<file path="config.mk">
export PLATFORM = sky130hd
export DESIGN_NAME = port_edge_irq
export DESIGN_NICKNAME = d
export VERILOG_FILES = /design/src/port_irq_pkg.sv /design/src/port_edge_irq.sv
export SDC_FILE = /design/constraint.sdc
export NUM_CORES = 1
export LEC_CHECK = 0
export BUFFER_PORTS_ARGS = -buffer_cell sky130_fd_sc_hd__buf_2
export CAP_MARGIN = 20
export CORE_ASPECT_RATIO = 1.25
export CORE_MARGIN = 1.5
export CORE_UTILIZATION = 54
export DETAILED_ROUTE_END_ITERATION = 6
export PLACE_DENSITY = 0.81
export SYNTH_ARGS = -nofsm -noshare
export SYNTH_HDL_FRONTEND = slang
export SYNTH_SLANG_ARGS = --single-unit
</file>
<file path="constraint.sdc">
create_clock -name i_mclk -period 2.4 [get_ports i_mclk]
set_clock_uncertainty 0.05 [all_clocks]
set_input_delay 0.48 -clock i_mclk [delete_from_list [all_inputs] [get_ports i_mclk]]
set_output_delay 0.48 -clock i_mclk [all_outputs]
set_load 0.01 [all_outputs]
</file>
<file path="src/port_irq_pkg.sv">
// package: register map, timing and carrier types of the port edge-interrupt unit
package port_irq_pkg;

	// ------------------------------------------------------------
	// register map (index on the register port)
	// ------------------------------------------------------------
	localparam logic [3:0] ADDR_FLAGS = 4'h0;    // port_irq_flags, read only
	localparam logic [3:0] ADDR_CLEAR = 4'h1;    // write one to clear a flag, write only
	localparam logic [3:0] ADDR_ENABLES = 4'h2;  // port_irq_enables
	localparam logic [3:0] ADDR_POLARITY = 4'h3; // edge_polarity_select, 1 = rising
	localparam logic [3:0] ADDR_DIEN = 4'h4;     // digital_input_enable
	localparam logic [3:0] ADDR_DOUT = 4'h5;     // output data
	localparam logic [3:0] ADDR_DIR = 4'h6;      // direction, 1 = output
	localparam logic [3:0] ADDR_PINS = 4'h7;     // digital input level seen by the filters

	// ------------------------------------------------------------
	// reset values
	// ------------------------------------------------------------
	localparam logic [7:0] RST_FLAGS = 8'h00;
	localparam logic [7:0] RST_ENABLES = 8'h00;
	localparam logic [7:0] RST_POLARITY = 8'h00;
	localparam logic [7:0] RST_DIEN = 8'h00;
	localparam logic [7:0] RST_DOUT = 8'h00;
	localparam logic [7:0] RST_DIR = 8'h00;

	// ------------------------------------------------------------
	// timing
	// ------------------------------------------------------------
	localparam int CLK_PERIOD_NS = 25;
	localparam int RC_PERIOD_NS = 2500;     // stop-mode oscillator period
	localparam int STOP_IGNORE_NS = 3200;   // stop-mode pulses up to this are dropped
	localparam int STOP_ACCEPT_NS = 10000;  // stop-mode pulses from this on are taken
	localparam int RC_TICK_CYC = RC_PERIOD_NS / CLK_PERIOD_NS;
	localparam logic [2:0] FILTER_SAMPLES = 3'h4; // consecutive samples per level
	localparam logic [2:0] CNT_SETTLED = 3'h5;    // saturation, beyond the window
	localparam logic [6:0] RC_LAST = 7'(RC_TICK_CYC - 1);

	// ------------------------------------------------------------
	// carriers
	// ------------------------------------------------------------
	typedef struct packed {
		logic [3:0] addr;
		logic [7:0] wdata;
		logic wr;
		logic rd;
	} bus_req_t;

	typedef struct packed {
		logic stop;        // cpu is in stop mode
		logic wait_mode;   // cpu is in wait mode
		logic analog_en;   // analog module owns the port
	} mode_t;

endpackage

</file>
<file path="src/port_edge_irq.sv">
// eight-pin port with filtered edge interrupts, flags, enables and stop wake-up
//
// Decided for this implementation: the address-and-strobe port and the address map.
`timescale 1ns/1ps
module port_edge_irq
(
	// clock and reset
	input wire logic i_mclk,
	input wire logic i_nrst,
	// register port
	input wire port_irq_pkg::bus_req_t i_bus,
	output logic [7:0] o_rdata,
	// cpu mode and analog ownership
	input wire port_irq_pkg::mode_t i_mode,
	// port pins
	input wire logic [7:0] i_pin,
	output logic [7:0] o_pin,
	output logic [7:0] o_pin_oe,
	// interrupt and wake-up
	output logic o_irq,
	output logic o_wake
);
	import port_irq_pkg::*;

	// ------------------------------------------------------------
	// registers and state
	// ------------------------------------------------------------
	logic [7:0] pin_irq_flag;
	logic [7:0] pin_irq_enable;
	logic [7:0] edge_polarity_select;
	logic [7:0] digital_input_enable;
	logic [7:0] dout;
	logic [7:0] dir;
	logic [7:0] pin_meta;
	logic [7:0] pin_sync;
	logic [7:0] prev_lvl;
	logic [7:0] armed;
	logic [2:0] cnt [8];
	logic [6:0] rc_div;
	logic [7:0] din;
	logic [7:0] lvl;
	logic [7:0] edge_hit;
	logic [7:0] clr_mask;
	logic [2:0] next_cnt [8];
	logic sample_en;
	logic rc_need;
	logic rc_tick;

	// active level of a pin as seen by the edge logic
	function automatic logic active_level(input logic d, input logic pol);
		active_level = pol ? d : ~d;
	endfunction

	// ------------------------------------------------------------
	// pin input path
	// ------------------------------------------------------------
	// two stages, the first one read by the second alone
	always_ff @(posedge i_mclk or negedge i_nrst)
	begin
		if (!i_nrst)
		begin
			pin_meta <= 8'h00;
			pin_sync <= 8'h00;
		end
		else
		begin
			pin_meta <= i_pin;
			pin_sync <= pin_meta;
		end
	end

	// digital level per pin; outputs watch their own driven value
	always_comb
	begin
		for (int k = 0; k < 8; k++)
		begin
			if (i_mode.analog_en)
				din[k] = 1'b1;
			else if (dir[k])
				din[k] = dout[k];
			else
				din[k] = digital_input_enable[k] ? pin_sync[k] : 1'b1;
			lvl[k] = active_level(din[k], edge_polarity_select[k]);
		end
	end

	// ------------------------------------------------------------
	// sample clock: bus clock in run/wait, gated rc tick in stop
	// ------------------------------------------------------------
	// an enabled, unflagged pin still needs samples while its count is open or its level moved;
	// a settled idle pin lets the oscillator stop to save current
	always_comb
	begin
		rc_need = 1'b0;
		for (int k = 0; k < 8; k++)
			if (pin_irq_enable[k] && !pin_irq_flag[k]
				&& (cnt[k] <= FILTER_SAMPLES || lvl[k] != prev_lvl[k]))
				rc_need = 1'b1;
	end

	// rc oscillator modelled as a divider that only counts while needed
	always_ff @(posedge i_mclk or negedge i_nrst)
	begin
		if (!i_nrst)
			rc_div <= 7'h00;
		else if (!(i_mode.stop && rc_need))
			rc_div <= 7'h00;
		else if (rc_div == RC_LAST)
			rc_div <= 7'h00;
		else
			rc_div <= rc_div + 7'h01;
	end

	assign rc_tick = i_mode.stop && rc_need && rc_div == RC_LAST;
	assign sample_en = i_mode.stop ? rc_tick : 1'b1;

	// ------------------------------------------------------------
	// glitch filter
	// ------------------------------------------------------------
	// count consecutive equal samples, saturating past the window
	always_comb
	begin
		for (int k = 0; k < 8; k++)
		begin
			if (lvl[k] != prev_lvl[k])
				next_cnt[k] = 3'h1;
			else if (cnt[k] < CNT_SETTLED)
				next_cnt[k] = cnt[k] + 3'h1;
			else
				next_cnt[k] = cnt[k];
			// four active samples after an armed passive run make an edge
			edge_hit[k] = sample_en && lvl[k] && armed[k]
				&& next_cnt[k] == FILTER_SAMPLES;
		end
	end

	// sample history per pin
	always_ff @(posedge i_mclk or negedge i_nrst)
	begin
		if (!i_nrst)
		begin
			prev_lvl <= 8'h00;
			for (int k = 0; k < 8; k++)
				cnt[k] <= 3'h0;
		end
		else if (sample_en)
		begin
			prev_lvl <= lvl;
			for (int k = 0; k < 8; k++)
				cnt[k] <= next_cnt[k];
		end
	end

	// arming survives uncertain bounces, so an indirect edge still counts
	always_ff @(posedge i_mclk or negedge i_nrst)
	begin
		if (!i_nrst)
			armed <= 8'h00;
		else if (sample_en)
		begin
			for (int k = 0; k < 8; k++)
			begin
				if (edge_hit[k])
					armed[k] <= 1'b0;
				else if (!lvl[k] && next_cnt[k] == FILTER_SAMPLES)
					armed[k] <= 1'b1;
			end
		end
	end

	// ------------------------------------------------------------
	// flags: set wins over a clear in the same cycle
	// ------------------------------------------------------------
	assign clr_mask = (i_bus.wr && i_bus.addr == ADDR_CLEAR) ? i_bus.wdata : 8'h00;

	always_ff @(posedge i_mclk or negedge i_nrst)
	begin
		if (!i_nrst)
			pin_irq_flag <= RST_FLAGS;
		else
			pin_irq_flag <= (pin_irq_flag & ~clr_mask) | edge_hit;
	end

	// ------------------------------------------------------------
	// configuration registers
	// ------------------------------------------------------------
	always_ff @(posedge i_mclk or negedge i_nrst)
	begin
		if (!i_nrst)
		begin
			pin_irq_enable <= RST_ENABLES;
			edge_polarity_select <= RST_POLARITY;
			digital_input_enable <= RST_DIEN;
			dout <= RST_DOUT;
			dir <= RST_DIR;
		end
		else if (i_bus.wr)
		begin
			case (i_bus.addr)
				ADDR_ENABLES: pin_irq_enable <= i_bus.wdata;
				ADDR_POLARITY: edge_polarity_select <= i_bus.wdata;
				ADDR_DIEN: digital_input_enable <= i_bus.wdata;
				ADDR_DOUT: dout <= i_bus.wdata;
				ADDR_DIR: dir <= i_bus.wdata;
				default: ;
			endcase
		end
	end

	// read data stands one cycle after the strobe; unmapped reads zero
	always_ff @(posedge i_mclk or negedge i_nrst)
	begin
		if (!i_nrst)
			o_rdata <= 8'h00;
		else if (i_bus.rd)
		begin
			case (i_bus.addr)
				ADDR_FLAGS: o_rdata <= pin_irq_flag;
				ADDR_ENABLES: o_rdata <= pin_irq_enable;
				ADDR_POLARITY: o_rdata <= edge_polarity_select;
				ADDR_DIEN: o_rdata <= digital_input_enable;
				ADDR_DOUT: o_rdata <= dout;
				ADDR_DIR: o_rdata <= dir;
				ADDR_PINS: o_rdata <= din;
				default: o_rdata <= 8'h00;
			endcase
		end
		else
			o_rdata <= 8'h00;
	end

	// ------------------------------------------------------------
	// pins, request and wake-up
	// ------------------------------------------------------------
	always_ff @(posedge i_mclk or negedge i_nrst)
	begin
		if (!i_nrst)
		begin
			o_pin <= 8'h00;
			o_pin_oe <= 8'h00;
		end
		else
		begin
			o_pin <= dout;
			o_pin_oe <= i_mode.analog_en ? 8'h00 : dir;
		end
	end

	// one shared request for all eight pins
	always_ff @(posedge i_mclk or negedge i_nrst)
	begin
		if (!i_nrst)
			o_irq <= 1'b0;
		else
			o_irq <= |(pin_irq_flag & pin_irq_enable);
	end

	// in stop a moving enabled pin wakes at once, before the slow filter
	// has decided; the flag itself still waits for a valid edge
	always_ff @(posedge i_mclk or negedge i_nrst)
	begin
		if (!i_nrst)
			o_wake <= 1'b0;
		else
			o_wake <= (i_mode.stop || i_mode.wait_mode)
				&& (|(pin_irq_flag & pin_irq_enable)
				|| (i_mode.stop && |(pin_irq_enable & ~pin_irq_flag
				& (lvl ^ prev_lvl))));
	end

	// ------------------------------------------------------------
	// assertions
	// ------------------------------------------------------------
	property p_irq_follows;
		@(posedge i_mclk) disable iff (!i_nrst)
		1'b1 |=> o_irq == |($past(pin_irq_flag) & $past(pin_irq_enable));
	endproperty
	a_irq_follows: assert property (p_irq_follows)
		else $error("request does not follow flag and enable");

	property p_flag_sticky;
		@(posedge i_mclk) disable iff (!i_nrst)
		1'b1 |=> (($past(pin_irq_flag) & ~$past(clr_mask)) & ~pin_irq_flag) == 8'h00;
	endproperty
	a_flag_sticky: assert property (p_flag_sticky)
		else $error("flag dropped without a clear");

	property p_edge_sets;
		@(posedge i_mclk) disable iff (!i_nrst)
		|edge_hit |=> (pin_irq_flag & $past(edge_hit)) == $past(edge_hit);
	endproperty
	a_edge_sets: assert property (p_edge_sets)
		else $error("valid edge did not set its flag");

	property p_four_active;
		@(posedge i_mclk) disable iff (!i_nrst)
		(edge_hit[0] && !i_mode.stop && !$past(i_mode.stop) && !$past(i_mode.stop, 2)
			&& !$past(i_mode.stop, 3))
			|-> lvl[0] && $past(lvl[0]) && $past(lvl[0], 2) && $past(lvl[0], 3);
	endproperty
	a_four_active: assert property (p_four_active)
		else $error("edge taken from fewer than four active samples");

	property p_armed_first;
		@(posedge i_mclk) disable iff (!i_nrst)
		edge_hit[0] |-> armed[0] ##1 !armed[0];
	endproperty
	a_armed_first: assert property (p_armed_first)
		else $error("edge without a passive run before it");

	property p_rc_gated;
		@(posedge i_mclk) disable iff (!i_nrst)
		(!i_mode.stop || !rc_need) |=> rc_div == 7'h00;
	endproperty
	a_rc_gated: assert property (p_rc_gated)
		else $error("rc oscillator ran while not needed");

	property p_run_sampling;
		@(posedge i_mclk) disable iff (!i_nrst)
		!i_mode.stop |=> prev_lvl == $past(lvl);
	endproperty
	a_run_sampling: assert property (p_run_sampling)
		else $error("filter missed a bus clock sample");

	property p_analog_off;
		@(posedge i_mclk) disable iff (!i_nrst)
		i_mode.analog_en |=> o_pin_oe == 8'h00;
	endproperty
	a_analog_off: assert property (p_analog_off)
		else $error("output driven while analog owns the port");

	property p_wake;
		@(posedge i_mclk) disable iff (!i_nrst)
		(i_mode.wait_mode && |(pin_irq_flag & pin_irq_enable)) |=> o_wake;
	endproperty
	a_wake: assert property (p_wake)
		else $error("pending request did not wake the cpu");

	property p_read_flags;
		@(posedge i_mclk) disable iff (!i_nrst)
		(i_bus.rd && i_bus.addr == ADDR_FLAGS) |=> o_rdata == $past(pin_irq_flag);
	endproperty
	a_read_flags: assert property (p_read_flags)
		else $error("flag read returned the wrong value");

	c_run_edge: cover property (@(posedge i_mclk) disable iff (!i_nrst)
		!i_mode.stop && |edge_hit);
	c_stop_edge: cover property (@(posedge i_mclk) disable iff (!i_nrst)
		i_mode.stop && |edge_hit);
	c_stop_wake: cover property (@(posedge i_mclk) disable iff (!i_nrst)
		i_mode.stop && o_wake);
	c_set_and_clear: cover property (@(posedge i_mclk) disable iff (!i_nrst)
		|(edge_hit & clr_mask));

endmodule

</file>
==> impl_results.md, run 1 <==
* FF-to-FF End: cnt[4]$_DFFE_PN0P_
* Outcome: complete, but fails checks
* Initial DRT Pass Iterations at 5
* Critical Path End: cnt[4]$_DFFE_PN0P_
* Post-route ant nets at 0
* # setup viols final at 56
* Pwr Density at 1060 mW/mm2
* Initial antenna violation count at 0
* Sw power at 0.00343 W
* Fin crit period at 2.76 ns
* Total I/O pin count at 53
* Synth unique cells at 63
* Tightest Pin Transition at 0.584 ns
* Fmax at 362 MHz
* Failing checks: setup timing
* Reg2Reg Depth at 9
* Crit Path Max Fanout at 8
* Final worst slack at -0.360 ns
* H-tree Lvls at 4
* Max-cap violations at 0
* Final period util at 115%
* Async set or reset register ratio after synthesis at 100%
* Drc violations at 0
* TritonCTS buffer count at 17
* Yosys reg bits at 137
* Drt wl/cell at 21.1 um
* Clock Latency Late Sink at 0.43 ns
* Critical path class: flip-flop to flip-flop
* Post-synthesis cell count at 627
* CTS Root Cell: clkbuf_16
* Die width at 104 um
* Core Area at 0.0126 mm2
* Clock power share at 26.2%
* Critical Path Sink Type: flip-flop
* Most common cell after layout, fill and taps aside: dfrtp_1
* Reg clk slew, reported paths at 0.06 ns
* CTS tree: built
* TritonCTS Sinks at 137
* Number of flops mapped to enable cells by yosys at 0
* RSZ-0062 raised after global routing: true
* Final design utilization at 71.0%
* Syn nets at 671
* Final Hold Viols at 0
* Class of the worst hold path: input pin to flip-flop
* N_diodes at 0
* Via count at 6007
* Post-synthesis average cell area at 11.1 um2
* Tot Pwr at 0.00949 W
* Worst Setup SP: pin_sync[0]$_DFF_PN0_
* Core Rows at 46
* Initial Util at 55.1%
* Net count, final at 823
* Worst r2r src: pin_sync[0]$_DFF_PN0_
* Max Buffers Root-to-Sink at 2
* HP Start: i_pin[2]
* YS warnings at 0
* Placer Congestion at 0.900
* Die Ht at 130 um
* DRT iter0 DRCs at 578
* Sequential share of power at 34.8%
* Worst EP required at 2.66 ns
* Dpl cell area at 0.00813 mm2
* Main flop type after synthesis: dfrtp_1
* Share of layout cells above drive strength 1 at 34.9%
* Vias per cell at 6.26
* CP Launch Type: flip-flop
* P_int at 0.00606 W
* Area grow syn2layout at 29.0%
* Final slew viol count at 0
* DIE AREA at 0.0135 mm2
* Setup TNS at -15.68 ns
* Lkg Pwr at 4.08 nW
* Logic pwr share at 39.1%
* Peak supply drop at 0.528 mV
* IO buf count at 52
* Vias in the first global route at 6189
* Max_slew headroom at 60.9%
* Wirelength, routed at 20300 um
* Flop-to-flop setup slack at -0.36 ns
* Largest net degree at the start of global routing at 53
* Sequential area share after synthesis at 49.4%
* HPWL Detailed at 13300 um
* Post-Layout Inst Area at 0.00895 mm2
* Global Route Usage Sum at 30.5%
* Gr ovfl total at 0
* Pre-CTS setup slack at -0.716 ns
* Commonest cells after routing, fill and taps aside: dfrtp_1 (137), buf_4 (100), buf_2 (51)
* Cell Area, Synth at 0.00694 mm2
* Global-route wire length before repair at 32000 um
* Crit path DAT at 3.02 ns
* Switching part of the total power at 36.1%
==> state kept, by name, summed over array words and instances (netlist names) <==
| name | flops |
|---|---|
| o_pin_oe | 8 |
| edge_polarity_select | 8 |
| pin_meta | 8 |
| pin_irq_flag | 8 |
| o_rdata | 8 |
| o_wake | 1 |
| cnt | 24 |
| digital_input_enable | 8 |
| o_irq | 1 |
| prev_lvl | 8 |
| dir | 8 |
| dout | 8 |
| o_pin | 8 |
| rc_div | 7 |
| pin_sync | 8 |
| pin_irq_enable | 8 |
| armed | 8 |
==> logic make-up (layout without fill, tap and decap cells) <==
kind of cell | after synthesis | after routing | share of synthesized area (%)
multiplexers | 49 | 49 | 7.82
XOR/XNOR | 27 | 27 | 3.71
adder cells (fa/ha/maj) | 17 | 17 | 3.06
AO/OA/AOI/OAI | 168 | 168 | 18.7
AND/OR/NAND/NOR | 164 | 164 | 13.3
buffers and inverters | 65 | 229 | 4.00
flip-flops | 137 | 137 | 49.4
==> final cells by class <==
class	count	area [um2]
inverter	38	143
multi-input combinational	425	3430
timing repair buffer	160	1180
tap	168	210
sequential	137	3430
fill	814	3650
clock inverter	13	121
clock buffer	18	439
==> power groups by stage <==
stage / clock, W / sequential, W / combinational, W
2_1_floorplan: 0 / 0.00329 / 0.00185
3_3_place_gp: 0 / 0.00326 / 0.00319
3_5_place_dp: 0 / 0.00331 / 0.00338
4_1_cts: 0.00249 / 0.00328 / 0.00352
5_1_grt: 0.00259 / 0.00336 / 0.00401
6_report: 0.00248 / 0.00330 / 0.00371
==> Yosys cell counts, types with 7 or more instances <==
library cell	count	share of area (%)
nor2_1	47	2.5
a41o_1	8	1.2
xnor2_1	8	1.0
clkbuf_1	14	0.76
ha_1	17	3.1
nor3_1	12	0.87
nand2_1	22	1.2
a21boi_0	14	1.5
a21bo_2	7	1.0
o21ai_1	11	0.79
o221ai_1	7	0.88
dfrtp_1	137	49
mux2i_1	7	1.0
o311ai_0	7	0.88
nor2b_1	15	1.4
nand2b_1	8	0.72
a32o_1	9	1.3
a22oi_1	22	2.4
nand4_1	8	0.72
o211a_1	7	1.0
nand3b_1	10	1.1
inv_1	38	2.1
o21ai_0	15	1.1
nor4b_1	11	1.4
xor2_1	17	2.1
mux2_2	42	6.8
a21oi_1	17	1.2
==> stage by stage <==
step	hold slack [ns]	instances
2_1_floorplan	0.134	627
3_3_place_gp	0.283	919
3_5_place_dp	0.285	919
4_1_cts	0.0993	954
5_1_grt	0.0936	959
6_report	0.100	959
==> layer usage <==
layer / GRT usage, % / share of wire [%]
met1: 35.0 / 37
met2: 54.1 / 52
met3: 6.64 / 5.9
met4: 15.6 / 5.2
met5: 0 / 0
==> worst min path at each step <==
stage | slack [ns] | depth (start not counted) | endpoint
3_5_place_dp | 0.28 | 0 | pin_sync[2]$_DFF_PN0_
2_1_floorplan | 0.13 | 0 | armed[0]$_DFFE_PN0P_
3_3_place_gp | 0.28 | 0 | pin_sync[5]$_DFF_PN0_
5_1_grt | 0.09 | 1 | pin_meta[2]$_DFF_PN0_
4_1_cts | 0.1 | 1 | pin_meta[2]$_DFF_PN0_
6_report | 0.10 | 1 | pin_meta[2]$_DFF_PN0_
==> critical path: stages (launching register included) <==
cell and delay, ns:
dfrtp_1 0.41, nor4b_4 0.29, a21oi_2 0.09, and3_1 0.16, or4_4 0.52, a311oi_4 0.30
a31oi_4 0.17, nand2b_4 0.22, clkbuf_16 0.20, a32o_1 0.22
==> timing repair <==
item,in CTS,in global routing
hold buffers,1,0
setup endpoints to repair,56,56
buffers inserted,2,3
gates resized for setup,15,18
pin swaps,5,10
hold endpoints to repair,39,0
cloned,1,2
Note: power is estimated with default switching activity, not from simulation.
==> inputs of run 2 (changes only) <==
CTS_BUF_LIST = sky130_fd_sc_hd__clkbuf_16   (was default)
==> run 2 against run 1 <==
The flow still finishes with violations (setup timing). Count of clock-buffer cells in the layout fell by 1. Die area did not move. Sequential share of layout area barely moved. Non-clock buffer count did not move. Final cell count did not move. Critical path type unchanged.
==> impl_results.md, run 2 (synthesis results as in run 1) <==
* Outcome: complete, but fails checks
* Failing checks: setup timing
* CP Launch Type: flip-flop
* TritonCTS buffer count at 17 (unchanged)
* N_diodes at 0 (unchanged)
* H-tree Lvls at 4 (unchanged)
* Die width at 104 um (unchanged)
* Core Area at 0.0126 mm2 (unchanged)
* Clock Latency Late Sink at 0.43 ns (about the same)
* Commonest cells after routing, fill and taps aside: dfrtp_1 (137), buf_4 (100), buf_2 (51)
* Fmax at 362 MHz (-0.20%)
* Largest Register: cnt
* Final Hold Viols at 0 (unchanged)
* Fillers at 817 (+0.37%)
* Pre-CTS setup slack at -0.716 ns (unchanged)
* Critical path class: flip-flop to flip-flop
* Post-route ant nets at 0 (unchanged)
* Max_slew headroom at 60.5% (-0.40 points)
* Final period util at 115% (+0.23 points)
* Max-cap violations at 0 (unchanged)
* Global-route wire length before repair at 32000 um (+0.11%)
* Wirelength, routed at 20200 um (-0.12%)
* HPWL Detailed at 13300 um (unchanged)
* Max reg flops at 24 (unchanged)
* Final worst slack at -0.365 ns (-0.00563 ns)
* Share of layout cells above drive strength 1 at 34.8% (-0.13 points)
* Total I/O pin count at 53 (unchanged)
* Cells after DPL at 919 (unchanged)
* Core Rows at 46 (unchanged)
* Most common cell after layout, fill and taps aside: dfrtp_1
* Tightest Pin Transition at 0.590 ns (+0.00598 ns)
* RSZ-0062 raised after global routing: true
* # setup viols final at 56 (unchanged)
* Tot Pwr at 0.00946 W (-0.30%)
* Net count, final at 823 (unchanged)
* Drc violations at 0 (unchanged)
* Area grow syn2layout at 28.9%
* HP Start: i_pin[2]
* Hold path cells at 1 (unchanged)
* TritonCTS Sinks at 137 (unchanged)
* CTS tree: built
* Crit path DAT at 3.03 ns (about the same)
* DRT iter0 DRCs at 547 (-5.4%)
* Gr ovfl total at 0 (unchanged)
* Lkg Pwr at 4.07 nW (-0.14%)
* Via count at 6005 (-0.033%)
* Worst EP required at 2.67 ns (about the same)
* Final slew viol count at 0 (unchanged)
* Die Ht at 130 um (unchanged)
* Hold path endpoint: pin_meta[2]$_DFF_PN0_
* Max Buffers Root-to-Sink at 2 (unchanged)
* Largest net degree at the start of global routing at 53 (unchanged)
* Flop-to-flop setup slack at -0.37 ns (about the same)
* Initial antenna violation count at 0 (unchanged)
* Initial DRT Pass Iterations at 5 (unchanged)
* Class of the worst hold path: input pin to flip-flop
* Global Route Usage Sum at 30.5% (about the same)
* Reg2Reg Depth at 9 (unchanged)
* Initial Util at 55.1% (unchanged)
* Pwr Density at 1060 mW/mm2 (-0.18%)
* IO buf count at 52 (unchanged)
* Placer Congestion at 0.900 (unchanged)
* Fin crit period at 2.77 ns (+0.00563 ns)
* CTS Root Cell: clkbuf_16
* Worst r2r src: pin_sync[0]$_DFF_PN0_
* Vias in the first global route at 6161 (-0.45%)
* Drt wl/cell at 21.1 um (-0.12%)
* FF-to-FF End: cnt[4]$_DFFE_PN0P_
* Finished Layout Cells at 959 (unchanged)
* DIE AREA at 0.0135 mm2 (unchanged)
* Critical Path Sink Type: flip-flop
* Reg clk slew, reported paths at 0.06 ns (about the same)
* Crit Path Max Fanout at 8 (unchanged)
* Vias per cell at 6.26 (about the same)
* Peak supply drop at 0.530 mV (+0.43%)
run 2: worst max path at each step:
| stage | from | endpoint | slack, ns | cells after the start |
|---|---|---|---|---|
| finish | pin_sync[0]$_DFF_PN0_ | cnt[4]$_DFFE_PN0P_ | -0.37 | 9 |
| global route | pin_sync[0]$_DFF_PN0_ | cnt[1]$_DFFE_PN0P_ | -0.42 | 9 |
| CTS | dir[0]$_DFFE_PN0P_ | cnt[7]$_DFFE_PN0P_ | -0.38 | 9 |
| detailed placement | i_mode[0] | armed[4]$_DFFE_PN0P_ | -0.72 | 11 |
| global placement | i_mode[0] | armed[4]$_DFFE_PN0P_ | -0.63 | 11 |
| floorplan | i_mode[0] | cnt[16]$_DFFE_PN0P_ | -0.29 | 10 |
run 2: cell type report:
class	count	area, um2	share of cell area [%]
Clock buffer	17	425	4.76
Clock inverter	14	125	1.40
Inverter	38	143	1.59
Multi-Input combinational cell	425	3430	38.3
Sequential cell	137	3430	38.3
Tap cell	168	210	2.35
Timing Repair Buffer	160	1180	13.2
run 2: through the flow:
| stage | hold WS, ns | util (%) | cell area [um2] | setup TNS, ns |
|---|---|---|---|---|
| 4_1_cts | 0.100 | 69.7 | 8780 | -16.40 |
| 3_3_place_gp | 0.283 | 64.5 | 8130 | -29.48 |
| 2_1_floorplan | 0.134 | - | 7030 | -9.57 |
| 5_1_grt | 0.0936 | 71.0 | 8940 | -20.56 |
| 6_report | 0.0997 | 71.0 | 8940 | -16.30 |
| 3_5_place_dp | 0.285 | 64.5 | 8130 | -31.94 |
run 2: power by group:
group          total [W]  switching, W  internal, W
Sequential       0.00330      0.000461      0.00284
Clock            0.00245       0.00103      0.00142
Combinational    0.00371       0.00194      0.00177
Total            0.00946       0.00343      0.00603
run 2: metal layers:
metal,routed length [um],share of wire [%],GRT usage [%],vias up
li1,-,-,-,2646
met1,7520,37,35.1,2987
met2,10600,52,54.2,292
met3,1210,6.0,6.59,80
met4,913,4.5,15.4,0
met5,0,0,0,-
run 2: worst max-delay path, cell delays in order, from the launching register on:
cell	delay, ns
dfrtp_1	0.42
nor4b_4	0.30
a21oi_2	0.09
and3_1	0.16
or4_4	0.52
a311oi_4	0.31
a31oi_4	0.17
nand2b_4	0.22
clkbuf_16	0.20
a32o_1	0.22
run 2: repair_timing:
item | CTS | global route
resized for setup | 15 | 18
hold buffers | 1 | 0
hold endpoints to repair | 39 | 0
endpoints found under the setup margin | 56 | 56
pin swaps | 5 | 10
buffers inserted | 2 | 3
gates cloned | 1 | 2
